==> src/logic/aom_map.vh <==
// Register map, field positions, thresholds and timing for the analog monitor
`ifndef AOM_MAP_VH
`define AOM_MAP_VH

`define AOM_CLK_KHZ 200000
`define AOM_SAMPLE_MS 20
`define AOM_QUAL_MS 400
`define AOM_SAMPLE_CYC (`AOM_SAMPLE_MS * `AOM_CLK_KHZ)
`define AOM_QUAL_CYC (`AOM_QUAL_MS * `AOM_CLK_KHZ)

// Current in microamps, voltages in millivolts
`define AOM_I_UNDER 16'h0fa0
`define AOM_I_OVER 16'h4e20
`define AOM_I_LIMIT 16'h5dc0
`define AOM_LOOP_MAX 16'h4e20

`define AOM_A_VIN 5'h00
`define AOM_A_IIN 5'h01
`define AOM_A_LOOP 5'h02
`define AOM_A_VTHR 5'h03
`define AOM_A_ITHR 5'h04
`define AOM_A_CTRL 5'h05
`define AOM_A_STAT4 5'h06
`define AOM_A_MASK4 5'h07
`define AOM_A_STAT9 5'h08
`define AOM_A_MASK9 5'h09
`define AOM_A_VSEL 5'h0a
`define AOM_A_VMAN 5'h0b
`define AOM_A_VMIN 5'h0c
`define AOM_A_VMAX 5'h0d
`define AOM_A_ISEL 5'h0e
`define AOM_A_IMAN 5'h0f
`define AOM_A_IMIN 5'h10
`define AOM_A_IMAX 5'h11

`define AOM_CTRL_VTRIP 0
`define AOM_CTRL_ITRIP 1
`define AOM_CTRL_VOUT 2
`define AOM_CTRL_IOUT 3

`define AOM_S4_LOOPHOT 0
`define AOM_S4_VOUTHOT 1
`define AOM_S4_IOUTLOAD 2
`define AOM_S4_UNDER 3
`define AOM_S4_OVER 4
`define AOM_S9_VTRIP 3
`define AOM_S9_ITRIP 4

`define AOM_SEL_CONST 8'hff
`define AOM_SEL_LAST 8'h05

`endif

==> src/logic/aom_monitor.v <==
// Analog input supervision, overpressure trip and analog output sourcing
//
// Overview of operation
// - Latch voltage and current readings together every 20 ms.
// - Current reading is stored as unsigned magnitude, sign dropped.
// - Group 4 bit 3 sets when current reading is below 4 mA.
// - Group 4 bit 4 sets when current reading is above 20 mA.
// - Group 4 bit 0 sets on loop supply overheating fault.
// - Current beyond 24 mA either polarity drops loop supply drive to zero.
// - Loop setpoint holds 0 to 20 V, clamped, readable back.
// - Overpressure declared after input above threshold 400 ms unbroken.
// - Two trip channels, voltage and current, own threshold and enable.
// - Trip pulses filament off, multiplier off if active, rod drives off.
// - Group 9 bit 3 for voltage trip, bit 4 for current trip.
// - Overpressure LED lit on trip until group 9 status is read.
// - Group 4 bit 1 sets on voltage output overheat while enabled.
// - Group 4 bit 2 sets on current output load fault while enabled.
// - Each output carries manual value or follows a selected measurement.
// - Selector -1 is manual; 0 to 5 pick the six measurements.
// - Followed measurements clamp to min and max; manual is unclamped.
//
// Design decisions made here: the plain strobed port and the register offsets.
`timescale 1ns/1ps
`default_nettype none
`include "aom_map.vh"

module aom_monitor #(
    parameter integer SAMPLE_CYC = `AOM_SAMPLE_CYC,
    parameter integer QUAL_CYC = `AOM_QUAL_CYC
) (
    input wire ref_clk,
    input wire srst,
    input wire [4:0] reg_addr,
    input wire [15:0] reg_wdata,
    input wire reg_wr,
    input wire reg_rd,
    output reg [15:0] reg_rdata,
    input wire signed [15:0] adc_volt_mv,
    input wire signed [15:0] adc_curr_ua,
    input wire loop_hot_pin,
    input wire vout_hot_pin,
    input wire iout_load_pin,
    input wire electron_multiplier_on,
    input wire [15:0] meas_scan,
    input wire [15:0] meas_mass,
    input wire [15:0] meas_flange,
    input wire [15:0] meas_rtd,
    input wire [15:0] meas_emis,
    input wire [15:0] meas_press,
    output reg [15:0] loop_drive,
    output reg [15:0] vout_value,
    output reg vout_enable,
    output reg [15:0] iout_value,
    output reg iout_enable,
    output reg filament_off,
    output reg electron_multiplier_off,
    output reg rods_off,
    output reg overpressure_led,
    output reg irq
);

    // ***************************************************************
    // Functions
    // ***************************************************************
    function [15:0] aom_mag;
        input [15:0] v;
        begin
            aom_mag = v[15] ? (~v + 16'h0001) : v;
        end
    endfunction

    function [15:0] aom_pick;
        input [7:0] sel;
        input [15:0] man;
        input [15:0] lo;
        input [15:0] hi;
        input [95:0] meas;
        reg [15:0] m;
        begin
            m = 16'h0000;
            case (sel)
                8'h00: m = meas[15:0];
                8'h01: m = meas[31:16];
                8'h02: m = meas[47:32];
                8'h03: m = meas[63:48];
                8'h04: m = meas[79:64];
                8'h05: m = meas[95:80];
                default: m = 16'h0000;
            endcase
            if (sel == `AOM_SEL_CONST) begin
                aom_pick = man;
            end else if (m < lo) begin
                aom_pick = lo;
            end else if (m > hi) begin
                aom_pick = hi;
            end else begin
                aom_pick = m;
            end
        end
    endfunction

    // ***************************************************************
    // Pin synchronisers
    // ***************************************************************
    // Fault pins come from analog comparators, not from this clock
    reg [2:0] pin_meta_r;
    reg [2:0] pin_sync_r;

    always @(posedge ref_clk) begin
        if (srst) begin
            pin_meta_r <= 3'h0;
            pin_sync_r <= 3'h0;
        end else begin
            pin_meta_r <= {iout_load_pin, vout_hot_pin, loop_hot_pin};
            pin_sync_r <= pin_meta_r;
        end
    end

    // ***************************************************************
    // Sample timer and readings
    // ***************************************************************
    reg [22:0] samp_cnt_r;
    reg samp_tick_r;
    reg [15:0] vin_r;
    reg [15:0] iin_r;
    reg iin_limit_r;

    always @(posedge ref_clk) begin
        if (srst) begin
            samp_cnt_r <= 23'h000000;
            samp_tick_r <= 1'b0;
        end else if (samp_cnt_r == SAMPLE_CYC[22:0] - 23'h000001) begin
            samp_cnt_r <= 23'h000000;
            samp_tick_r <= 1'b1;
        end else begin
            samp_cnt_r <= samp_cnt_r + 23'h000001;
            samp_tick_r <= 1'b0;
        end
    end

    always @(posedge ref_clk) begin
        if (srst) begin
            vin_r <= 16'h0000;
            iin_r <= 16'h0000;
            iin_limit_r <= 1'b0;
        end else if (samp_tick_r) begin
            vin_r <= adc_volt_mv;
            iin_r <= aom_mag(adc_curr_ua);
            iin_limit_r <= aom_mag(adc_curr_ua) > `AOM_I_LIMIT;
        end
    end

    // ***************************************************************
    // Configuration registers
    // ***************************************************************
    reg [15:0] loop_set_r;
    reg [15:0] vthr_r;
    reg [15:0] ithr_r;
    reg [3:0] ctrl_r;
    reg [4:0] mask4_r;
    reg [1:0] mask9_r;
    reg [7:0] vsel_r;
    reg [15:0] vman_r;
    reg [15:0] vmin_r;
    reg [15:0] vmax_r;
    reg [7:0] isel_r;
    reg [15:0] iman_r;
    reg [15:0] imin_r;
    reg [15:0] imax_r;

    always @(posedge ref_clk) begin
        if (srst) begin
            loop_set_r <= 16'h0000;
            vthr_r <= 16'h0000;
            ithr_r <= 16'h0000;
            ctrl_r <= 4'h0;
            mask4_r <= 5'h00;
            mask9_r <= 2'h0;
            vsel_r <= `AOM_SEL_CONST;
            vman_r <= 16'h0000;
            vmin_r <= 16'h0000;
            vmax_r <= 16'hffff;
            isel_r <= `AOM_SEL_CONST;
            iman_r <= 16'h0000;
            imin_r <= 16'h0000;
            imax_r <= 16'hffff;
        end else if (reg_wr) begin
            case (reg_addr)
                `AOM_A_LOOP: begin
                    if (reg_wdata > `AOM_LOOP_MAX) begin
                        loop_set_r <= `AOM_LOOP_MAX;
                    end else begin
                        loop_set_r <= reg_wdata;
                    end
                end
                `AOM_A_VTHR: vthr_r <= reg_wdata;
                `AOM_A_ITHR: ithr_r <= reg_wdata;
                `AOM_A_CTRL: ctrl_r <= reg_wdata[3:0];
                `AOM_A_MASK4: mask4_r <= reg_wdata[4:0];
                `AOM_A_MASK9: mask9_r <= reg_wdata[4:3];
                `AOM_A_VSEL: begin
                    // Unknown codes are refused so the output never floats
                    if (reg_wdata[7:0] == `AOM_SEL_CONST ||
                        reg_wdata[7:0] <= `AOM_SEL_LAST) begin
                        vsel_r <= reg_wdata[7:0];
                    end
                end
                `AOM_A_VMAN: vman_r <= reg_wdata;
                `AOM_A_VMIN: vmin_r <= reg_wdata;
                `AOM_A_VMAX: vmax_r <= reg_wdata;
                `AOM_A_ISEL: begin
                    if (reg_wdata[7:0] == `AOM_SEL_CONST ||
                        reg_wdata[7:0] <= `AOM_SEL_LAST) begin
                        isel_r <= reg_wdata[7:0];
                    end
                end
                `AOM_A_IMAN: iman_r <= reg_wdata;
                `AOM_A_IMIN: imin_r <= reg_wdata;
                `AOM_A_IMAX: imax_r <= reg_wdata;
                default: ;
            endcase
        end
    end

    // ***************************************************************
    // Overpressure qualification
    // ***************************************************************
    reg [26:0] vq_cnt_r;
    reg [26:0] iq_cnt_r;
    reg v_trip_r;
    reg i_trip_r;
    wire v_above = $signed(vin_r) > $signed(vthr_r);
    wire i_above = iin_r > ithr_r;
    // Pulse once the count reaches the full span, never one cycle early
    wire [26:0] qual_last = QUAL_CYC[26:0];

    always @(posedge ref_clk) begin
        if (srst || !ctrl_r[`AOM_CTRL_VTRIP] || !v_above) begin
            vq_cnt_r <= 27'h0000000;
            v_trip_r <= 1'b0;
        end else if (vq_cnt_r != qual_last) begin
            vq_cnt_r <= vq_cnt_r + 27'h0000001;
            v_trip_r <= (vq_cnt_r + 27'h0000001) == qual_last;
        end else begin
            v_trip_r <= 1'b0;
        end
    end

    always @(posedge ref_clk) begin
        if (srst || !ctrl_r[`AOM_CTRL_ITRIP] || !i_above) begin
            iq_cnt_r <= 27'h0000000;
            i_trip_r <= 1'b0;
        end else if (iq_cnt_r != qual_last) begin
            iq_cnt_r <= iq_cnt_r + 27'h0000001;
            i_trip_r <= (iq_cnt_r + 27'h0000001) == qual_last;
        end else begin
            i_trip_r <= 1'b0;
        end
    end

    // ***************************************************************
    // Status, interrupt and trip actions
    // ***************************************************************
    reg [4:0] stat4_r;
    reg [1:0] stat9_r;
    reg [4:0] set4;
    wire [1:0] set9 = {i_trip_r, v_trip_r};
    wire trip = v_trip_r | i_trip_r;
    wire rd9 = reg_rd && reg_addr == `AOM_A_STAT9;

    always @* begin
        set4 = 5'h00;
        set4[`AOM_S4_LOOPHOT] = pin_sync_r[0];
        set4[`AOM_S4_VOUTHOT] = pin_sync_r[1] & ctrl_r[`AOM_CTRL_VOUT];
        set4[`AOM_S4_IOUTLOAD] = pin_sync_r[2] & ctrl_r[`AOM_CTRL_IOUT];
        set4[`AOM_S4_UNDER] = iin_r < `AOM_I_UNDER;
        set4[`AOM_S4_OVER] = iin_r > `AOM_I_OVER;
    end

    // Set wins over a write-one clear landing in the same cycle
    always @(posedge ref_clk) begin
        if (srst) begin
            stat4_r <= 5'h00;
            stat9_r <= 2'h0;
        end else begin
            if (reg_wr && reg_addr == `AOM_A_STAT4) begin
                stat4_r <= (stat4_r & ~reg_wdata[4:0]) | set4;
            end else begin
                stat4_r <= stat4_r | set4;
            end
            if (reg_wr && reg_addr == `AOM_A_STAT9) begin
                stat9_r <= (stat9_r & ~reg_wdata[4:3]) | set9;
            end else begin
                stat9_r <= stat9_r | set9;
            end
        end
    end

    always @(posedge ref_clk) begin
        if (srst) begin
            filament_off <= 1'b0;
            electron_multiplier_off <= 1'b0;
            rods_off <= 1'b0;
            overpressure_led <= 1'b0;
            irq <= 1'b0;
        end else begin
            filament_off <= trip;
            electron_multiplier_off <= trip & electron_multiplier_on;
            rods_off <= trip;
            if (trip) begin
                overpressure_led <= 1'b1;
            end else if (rd9) begin
                overpressure_led <= 1'b0;
            end
            irq <= |(stat4_r & mask4_r) | |(stat9_r & mask9_r);
        end
    end

    // ***************************************************************
    // Loop supply and analog outputs
    // ***************************************************************
    always @(posedge ref_clk) begin
        if (srst) begin
            loop_drive <= 16'h0000;
            vout_value <= 16'h0000;
            vout_enable <= 1'b0;
            iout_value <= 16'h0000;
            iout_enable <= 1'b0;
        end else begin
            // Crude backoff: full removal is safest until the loop recovers
            loop_drive <= iin_limit_r ? 16'h0000 : loop_set_r;
            vout_enable <= ctrl_r[`AOM_CTRL_VOUT];
            iout_enable <= ctrl_r[`AOM_CTRL_IOUT];
            vout_value <= aom_pick(vsel_r, vman_r, vmin_r, vmax_r,
                {meas_press, meas_emis, meas_rtd, meas_flange, meas_mass,
                 meas_scan});
            iout_value <= aom_pick(isel_r, iman_r, imin_r, imax_r,
                {meas_press, meas_emis, meas_rtd, meas_flange, meas_mass,
                 meas_scan});
        end
    end

    // ***************************************************************
    // Read port
    // ***************************************************************
    always @(posedge ref_clk) begin
        if (srst) begin
            reg_rdata <= 16'h0000;
        end else if (reg_rd) begin
            case (reg_addr)
                `AOM_A_VIN: reg_rdata <= vin_r;
                `AOM_A_IIN: reg_rdata <= iin_r;
                `AOM_A_LOOP: reg_rdata <= loop_set_r;
                `AOM_A_VTHR: reg_rdata <= vthr_r;
                `AOM_A_ITHR: reg_rdata <= ithr_r;
                `AOM_A_CTRL: reg_rdata <= {12'h000, ctrl_r};
                `AOM_A_STAT4: reg_rdata <= {11'h000, stat4_r};
                `AOM_A_MASK4: reg_rdata <= {11'h000, mask4_r};
                `AOM_A_STAT9: reg_rdata <= {11'h000, stat9_r, 3'h0};
                `AOM_A_MASK9: reg_rdata <= {11'h000, mask9_r, 3'h0};
                `AOM_A_VSEL: reg_rdata <= {8'h00, vsel_r};
                `AOM_A_VMAN: reg_rdata <= vman_r;
                `AOM_A_VMIN: reg_rdata <= vmin_r;
                `AOM_A_VMAX: reg_rdata <= vmax_r;
                `AOM_A_ISEL: reg_rdata <= {8'h00, isel_r};
                `AOM_A_IMAN: reg_rdata <= iman_r;
                `AOM_A_IMIN: reg_rdata <= imin_r;
                `AOM_A_IMAX: reg_rdata <= imax_r;
                default: reg_rdata <= 16'h0000;
            endcase
        end else begin
            reg_rdata <= 16'h0000;
        end
    end

endmodule
`default_nettype wire

==> config.mk <==
export PLATFORM = sky130hd
export DESIGN_NAME = aom_monitor
export DESIGN_NICKNAME = d
export VERILOG_FILES = /design/src/logic/aom_monitor.v
export VERILOG_INCLUDE_DIRS = /design/src /design/src/logic
export SDC_FILE = /design/constraint.sdc
export NUM_CORES = 1
export LEC_CHECK = 0
export ABC_CLOCK_PERIOD_IN_PS = 4800
export BUFFER_PORTS_ARGS = -buffer_cell sky130_fd_sc_hd__buf_2
export CORE_UTILIZATION = 35
export CTS_BUF_LIST = sky130_fd_sc_hd__clkbuf_4 sky130_fd_sc_hd__clkbuf_8
export DETAILED_ROUTE_END_ITERATION = 8
export PLACE_DENSITY = 0.5
export SYNTH_ARGS = -nofsm -noshare
export SYNTH_HDL_FRONTEND = slang
export SYNTH_SLANG_ARGS = --single-unit
==> constraint.sdc <==
create_clock -name ref_clk -period 4.8 [get_ports ref_clk]
set_clock_uncertainty 0.15 [all_clocks]
set_input_delay 0.24 -clock ref_clk [delete_from_list [all_inputs] [get_ports ref_clk]]
set_output_delay 0.24 -clock ref_clk [all_outputs]
set_load 0.02 [all_outputs]
; ---- After elaboration in Yosys (flattened, before gate mapping)
; Cells that the tools add are included.
[word_totals]
ff_bits = 367
latchBits = 0
ram_bits = 0
mem_bits_ro = 0
in_bits = 157
out_inout_bits = 71
word_cells = 161
mem_count = 0
[classes]
add_sub_neg = 4
multipliers = 0
div_mod_pow = 0
order_cmp = 11
eq_ne = 35
n_shift = 0
mux = 18
n_bitwise = 19
reduce_logical = 37
[ops]
columns = op, n
row1 = $pmux W16 S18, 1
row2 = $pmux W16 S6, 2
row3 = $mux W16, 10
row4 = $gt A16 B16 Y1, 4
row5 = $add A27 B1 Y27 const B, 2
row6 = $eq A27 B27 Y1 const B, 2
row7 = $ne A27 B27 Y1 const B, 2
row8 = $gt A16 B15 Y1 const B, 3
row9 = $eq A5 B4 Y1 const B, 8
row10 = $eq A8 B2 Y1 const B, 4
row11 = $eq A8 B3 Y1 const B, 4
row12 = $lt A16 B16 Y1, 2
row13 = $eq A8 B8 Y1 const B, 3
row14 = $reduce_and A2 Y1, 12
row15 = $add A23 B1 Y23 const B, 1
row16 = $eq A23 B22 Y1 const B, 1
row17 = $eq A5 B3 Y1 const B, 4
row18 = $add A16 B1 Y16 const B, 1
row19 = $eq A8 B1 Y1 const B, 2
row20 = $logic_not A8 Y1, 2
row21 = $lt A16 B12 Y1 const B, 1
row22 = $not A16 Y16, 1
row23 = $reduce_or A2 Y1, 6
row24 = $and A5 B5 Y5, 2
row25 = other kinds (22), 44

; ---- Depth between registers and ports, before layout
[depth]
ltp_word = 7
ltp_mapped = 17
mapped_depth_nobuf = 13

; ---- Least setup slack after synthesis
; Ideal clock, no wire load.
[synth_timing]
kind = flip-flop to flip-flop
start = register isel_r[3]
end = register iout_value[10]
setup_time_ns = 0.125
t_arrival_ns = 3.396
required_ns = 4.525
setup_slack_ns = 1.129
stages_incl_launch_ff = 18
path_buffers = 4
synth_period_minus_slack_ns = 3.671
cell_sequence = dfxtp_1 -> or4_4 -> or4_1 -> buf_2 -> buf_6 -> nor2_1 -> a221oi_1 -> nand2_2 -> ha_1 -> nand4_1 -> nor3_1 -> a2111oi_0 -> o221ai_1 -> a31oi_2 -> nand2b_1 -> buf_4 -> buf_12 -> o221ai_2
[synth_between]
elab_chain_len = 7
word_cells_on_any_way = 14
classes_between = 2 x order compare / 6 x eq/ne / 5 x mux / 1 x reduce/logical
[synth_rtl]
columns = item, line
row1 = "start, declared", aom_monitor.v:166  ; reg [7:0] isel_r;
row2 = "start signal, assigned", aom_monitor.v:183  ; isel_r <= `AOM_SEL_CONST;
row3 = "start signal, assigned", aom_monitor.v:214  ; isel_r <= reg_wdata[7:0];
row4 = "$eq A8 B3 Y1, or another cell as far along", aom_monitor.v:81  ; case (sel)
row5 = $pmux W16 S6, aom_monitor.v:81
row6 = $mux W16, aom_monitor.v:323  ; if (srst) begin
row7 = $gt A16 B16 Y1, aom_monitor.v:94  ; end else if (m > hi) begin
row8 = $mux W16, aom_monitor.v:94
row9 = $mux W16, aom_monitor.v:92  ; end else if (m < lo) begin
row10 = $mux W16 *, aom_monitor.v:90  ; if (sel == `AOM_SEL_CONST) begin
row11 = "end signal, assigned", aom_monitor.v:337  ; iout_value <= aom_pick(isel_r, iman_r, imin_r, imax_r,
row12 = "end, declared", aom_monitor.v:53  ; output reg [15:0] iout_value,
; Mark *: on every way between the ends. The rest lies on a longest branch, timed or not. The select of a mux whose other input is x is not followed.
; A chain may end at the register's enable or synchronous reset.

; ---- Worst setup path after layout
[layout_timing]
start = register isel_r[3]
end = register iout_value[9]
; The elaborated chain is that of the path after synthesis.

==> metrics.csv <==
stage,metric,value,unit
outcome,status,completed,
critical_path,worst path arrival time,4.93,ns
synthesis,largest cells by area after synthesis,"dfxtp_1, ha_1, mux2i_1",
cts,clock buffer count from CTS,68,
critical_path,crit path cell chain,or4_4 > nor2_1 > and4bb_1 > buf_4 > a22oi_1 > dlygate4sd3_1 > nand2_2 > ha_1 > nand4_1 > nor3_1 > a2111oi_1 > o221ai_1 > a31oi_2 > nand2b_2 > buf_12 > o221ai_2,
finish,Finished Core Util,0.427,
power_and_ir_drop,Leakage,9.84,nW
cts,H-tree depth,3,
critical_path,FF-to-FF End,iout_value[9],
synthesis,post-synthesis adder-cell area fraction,0.0629,
finish,Largest regs,"iq_cnt_r: 27 flops, vq_cnt_r: 27 flops, samp_cnt_r: 23 flops",
synthesis,register area share after synthesis,0.369,
finish,"most common cell after layout, fill and taps aside",dfxtp_1,
critical_path,max incr delay on CP,0.62,ns
detailed_routing,Final ANT Viol Nets,0,
cts,clock slew at reported path FFs,0.06,ns
min_path,Hold Startpoint,adc_curr_ua[15],
sta,part of the cycle the worst path needs,0.952,
power_and_ir_drop,P_sw,1.66,mW
synthesis,number of flops mapped to enable cells by yosys,0,
detailed_routing,via count,19295,
synthesis,Syn. warnings,0,
floorplanning,Initial Util,0.354,
power_and_ir_drop,clock share of power,0.460,
synthesis,Yosys cell types,82,
sta,Least-Margin Pin Slew,1.19,ns
floorplanning,# IOs,228,
power_and_ir_drop,Combinational Power Share,0.071,
cts,clk sink count,367,
placed_design,routability cong.,0.993,
sta,Setup TNS Final,0,ns
finish,NumNets Final,2913,
global_routing,largest net degree at the start of global routing,64,
synthesis,top cell type's share of synthesized area,0.369,
critical_path,largest fanout on the critical path,15,
detailed_routing,routed wire length,77.5,mm
critical_path,path depth of the worst reg2reg path,16,
critical_path,worst endpoint required time,5.16,ns
synthesis,Mapped Nets,2633,
cts,clock buffer depth,3,
detailed_routing,Routed wire per std cell,22.4,um
power_and_ir_drop,cell area power density,274,nW/um^2
critical_path,top cell family by delay on the critical path,simple AND/OR/NAND/NOR gates,
floorplanning,die width,240,um
sta,Final Hold Fails,0,
power_and_ir_drop,part of the power in registers,0.469,
min_path,hold path cells,4,
cts,CTS tree,done,
power_and_ir_drop,internal power,4.92,mW
floorplanning,row count,87,
sta,unrepaired setup endpoints after global routing,false,
sta,Setup Viol. Count Final,0,
floorplanning,die area,57800,um^2
global_routing,antenna violations before repair,5,
detailed_routing,drt first pass iters,9,
finish,most frequent cells in the layout,"dfxtp_1, nand2_1, nor2_1, buf_2, a21oi_1",
critical_path,critical path launch point type,register,
cts,clock root cell,clkbuf_8,
min_path,hold-critical path endpoint,iin_r[7],
min_path,Hold WC Path Type,in -> reg,
floorplanning,die height,240,um
global_routing,first-pass GRT wire length,115,mm
synthesis,asr flop ratio synth,0,
synthesis,Most used DFF post-synth,dfxtp_1,
synthesis,mux contribution to synthesized area,0.0812,
synthesis,XOR/XNOR Fraction of Synth Area,0.0405,
sta,setup ws final,0.231,ns
detailed_routing,DRC viols,0,
global_routing,grt ovf,0,
power_and_ir_drop,switching part of the total,0.253,
critical_path,crit path max-delay cell type,or4_4,
sta,Rel. slew slack,0.206,
job,max_cap viols,0,
placed_design,pre-CTS setup slack,0.297,ns
sta,Max Fclk,219,MHz
sta,Hold WS,0.0494,ns
finish,share of layout cells above drive strength 1,0.171,
critical_path,WP depth,16,
critical_path,crit path buf inv count,3,
critical_path,RR Startpoint,isel_r[3],
detailed_routing,routed vias/inst,5.58,
synthesis,area fraction in compound gates after synthesis,0.173,
synthesis,Syn Area/Cell,8.38,um^2
critical_path,kind of critical path,reg -> reg,
detailed_routing,DRT iter0 DRCs,1864,
sta,Final Slew Violations,0,
finish,Fillers,5782,
power_and_ir_drop,Max IR drop VDD,0.000173,V
placed_design,dpl hpwl,57.9,mm
placed_design,IO Port Bufs,227,
synthesis,Syn Inst Count,2376,
sta,post-layout min period,4.57,ns
finish,"Area growth, synth to finish",20.7,%
cts,later-pin clock latency in the skew report,0.67,ns
synthesis,main combinational cell family by area after synthesis,simple AND/OR/NAND/NOR gates,
critical_path,Setup crit end kind,register,
global_routing,vias in the first global route,18263,
synthesis,Yosys reg bits,367,
synthesis,"Cell Area, Synth",19900,um^2
floorplanning,core area,56300,um^2
synthesis,Synth area leader,dfxtp_1,
critical_path,R2R Setup Slk,0.23,ns
synthesis,simple-gate share of the synthesized area,0.213,
global_routing,GRT Util Overall,0.264,
==> what timing repair did <==
item / in CTS / in global routing
endpoints found under the hold margin: 199 / 0
hold buffers: 100 / 0
setup buffers: 0 / 1
resized for setup: 0 / 4
setup endpoints to repair: 0 / 16
==> cell usage after synthesis, types with 18 or more instances <==
| cell | number |
|---|---|
| dfxtp_1 | 367 |
| nand2_1 | 269 |
| nor2_1 | 239 |
| a21oi_1 | 152 |
| nand3_1 | 140 |
| inv_1 | 134 |
| mux2i_1 | 121 |
| clkbuf_1 | 113 |
| ha_1 | 100 |
| xor2_1 | 55 |
| a221oi_1 | 48 |
| nand4_1 | 46 |
| a22oi_1 | 43 |
| o21ai_0 | 42 |
| xnor2_1 | 37 |
| o211ai_1 | 27 |
| nor3_1 | 26 |
| buf_2 | 23 |
| a31oi_1 | 21 |
| and2_1 | 20 |
| o22ai_1 | 18 |
==> metrics by stage <==
| step | instance area (um^2) | power (mW) | instances |
|---|---|---|---|
| floorplan | 19900 | 3.35 | 2376 |
| global placement | 21700 | 3.56 | 3241 |
| detailed placement | 21700 | 3.56 | 3241 |
| CTS | 24000 | 6.64 | 3452 |
| global route | 24000 | 6.82 | 3457 |
| finish | 24000 | 6.58 | 3457 |
==> kinds of logic after synthesis <==
group | count (synthesis)
and+or+nand+nor | 883
AOI/OAI and AO/OA | 499
DFF | 367
buffers and inverters | 295
muxes | 140
adders and majority gates | 100
xor gates and xnor gates | 92
==> worst max-delay path by stage <==
stage,from,endpoint,slack (ns)
after detailed placement,isel_r[3],iout_value[9],0.30
after CTS,isel_r[3],iout_value[9],0.05
after floorplan,isel_r[3],iout_value[10],1.13
after global routing,isel_r[3],iout_value[3],0.02
after global placement,isel_r[3],iout_value[13],0.38
final,isel_r[3],iout_value[9],0.23
==> worst register-to-register path, cell delays in order, from the launching register on <==
cell,delay (ns)
dfxtp_1,0.34
or4_4,0.62
nor2_1,0.20
and4bb_1,0.21
buf_4,0.21
a22oi_1,0.11
dlygate4sd3_1,0.58
nand2_2,0.13
ha_1,0.27
nand4_1,0.14
nor3_1,0.06
a2111oi_1,0.36
o221ai_1,0.20
a31oi_2,0.27
nand2b_2,0.28
buf_12,0.18
o221ai_2,0.10
==> metal layers <==
layer / part of all wire / up-vias / GRT usage
li1: - / 9095 / -
met1: 0.43 / 9210 / 0.348
met2: 0.45 / 819 / 0.419
met3: 0.074 / 171 / 0.0499
met4: 0.043 / 0 / 0.117
met5: 0 / - / 0
==> cell type report <==
class | count | area, um^2 | area share
multi-input combinational | 1714 | 11400 | 0.474
antenna | 4 | 10.0 | 0.000417
inverter | 135 | 507 | 0.0211
sequential | 367 | 7350 | 0.306
timing repair buffer | 370 | 2490 | 0.104
clock buffer | 103 | 1270 | 0.0530
tap | 756 | 946 | 0.0394
clock inverter | 8 | 55.1 | 0.00229
==> power groups by stage <==
stage	clock (mW)	combinational (mW)	sequential, mW
floorplan	0	0.208	3.15
global placement	0	0.406	3.15
detailed placement	0	0.407	3.15
CTS	3.10	0.456	3.09
global route	3.24	0.493	3.09
finish	3.03	0.465	3.09
(Power assumes the default switching activity.)
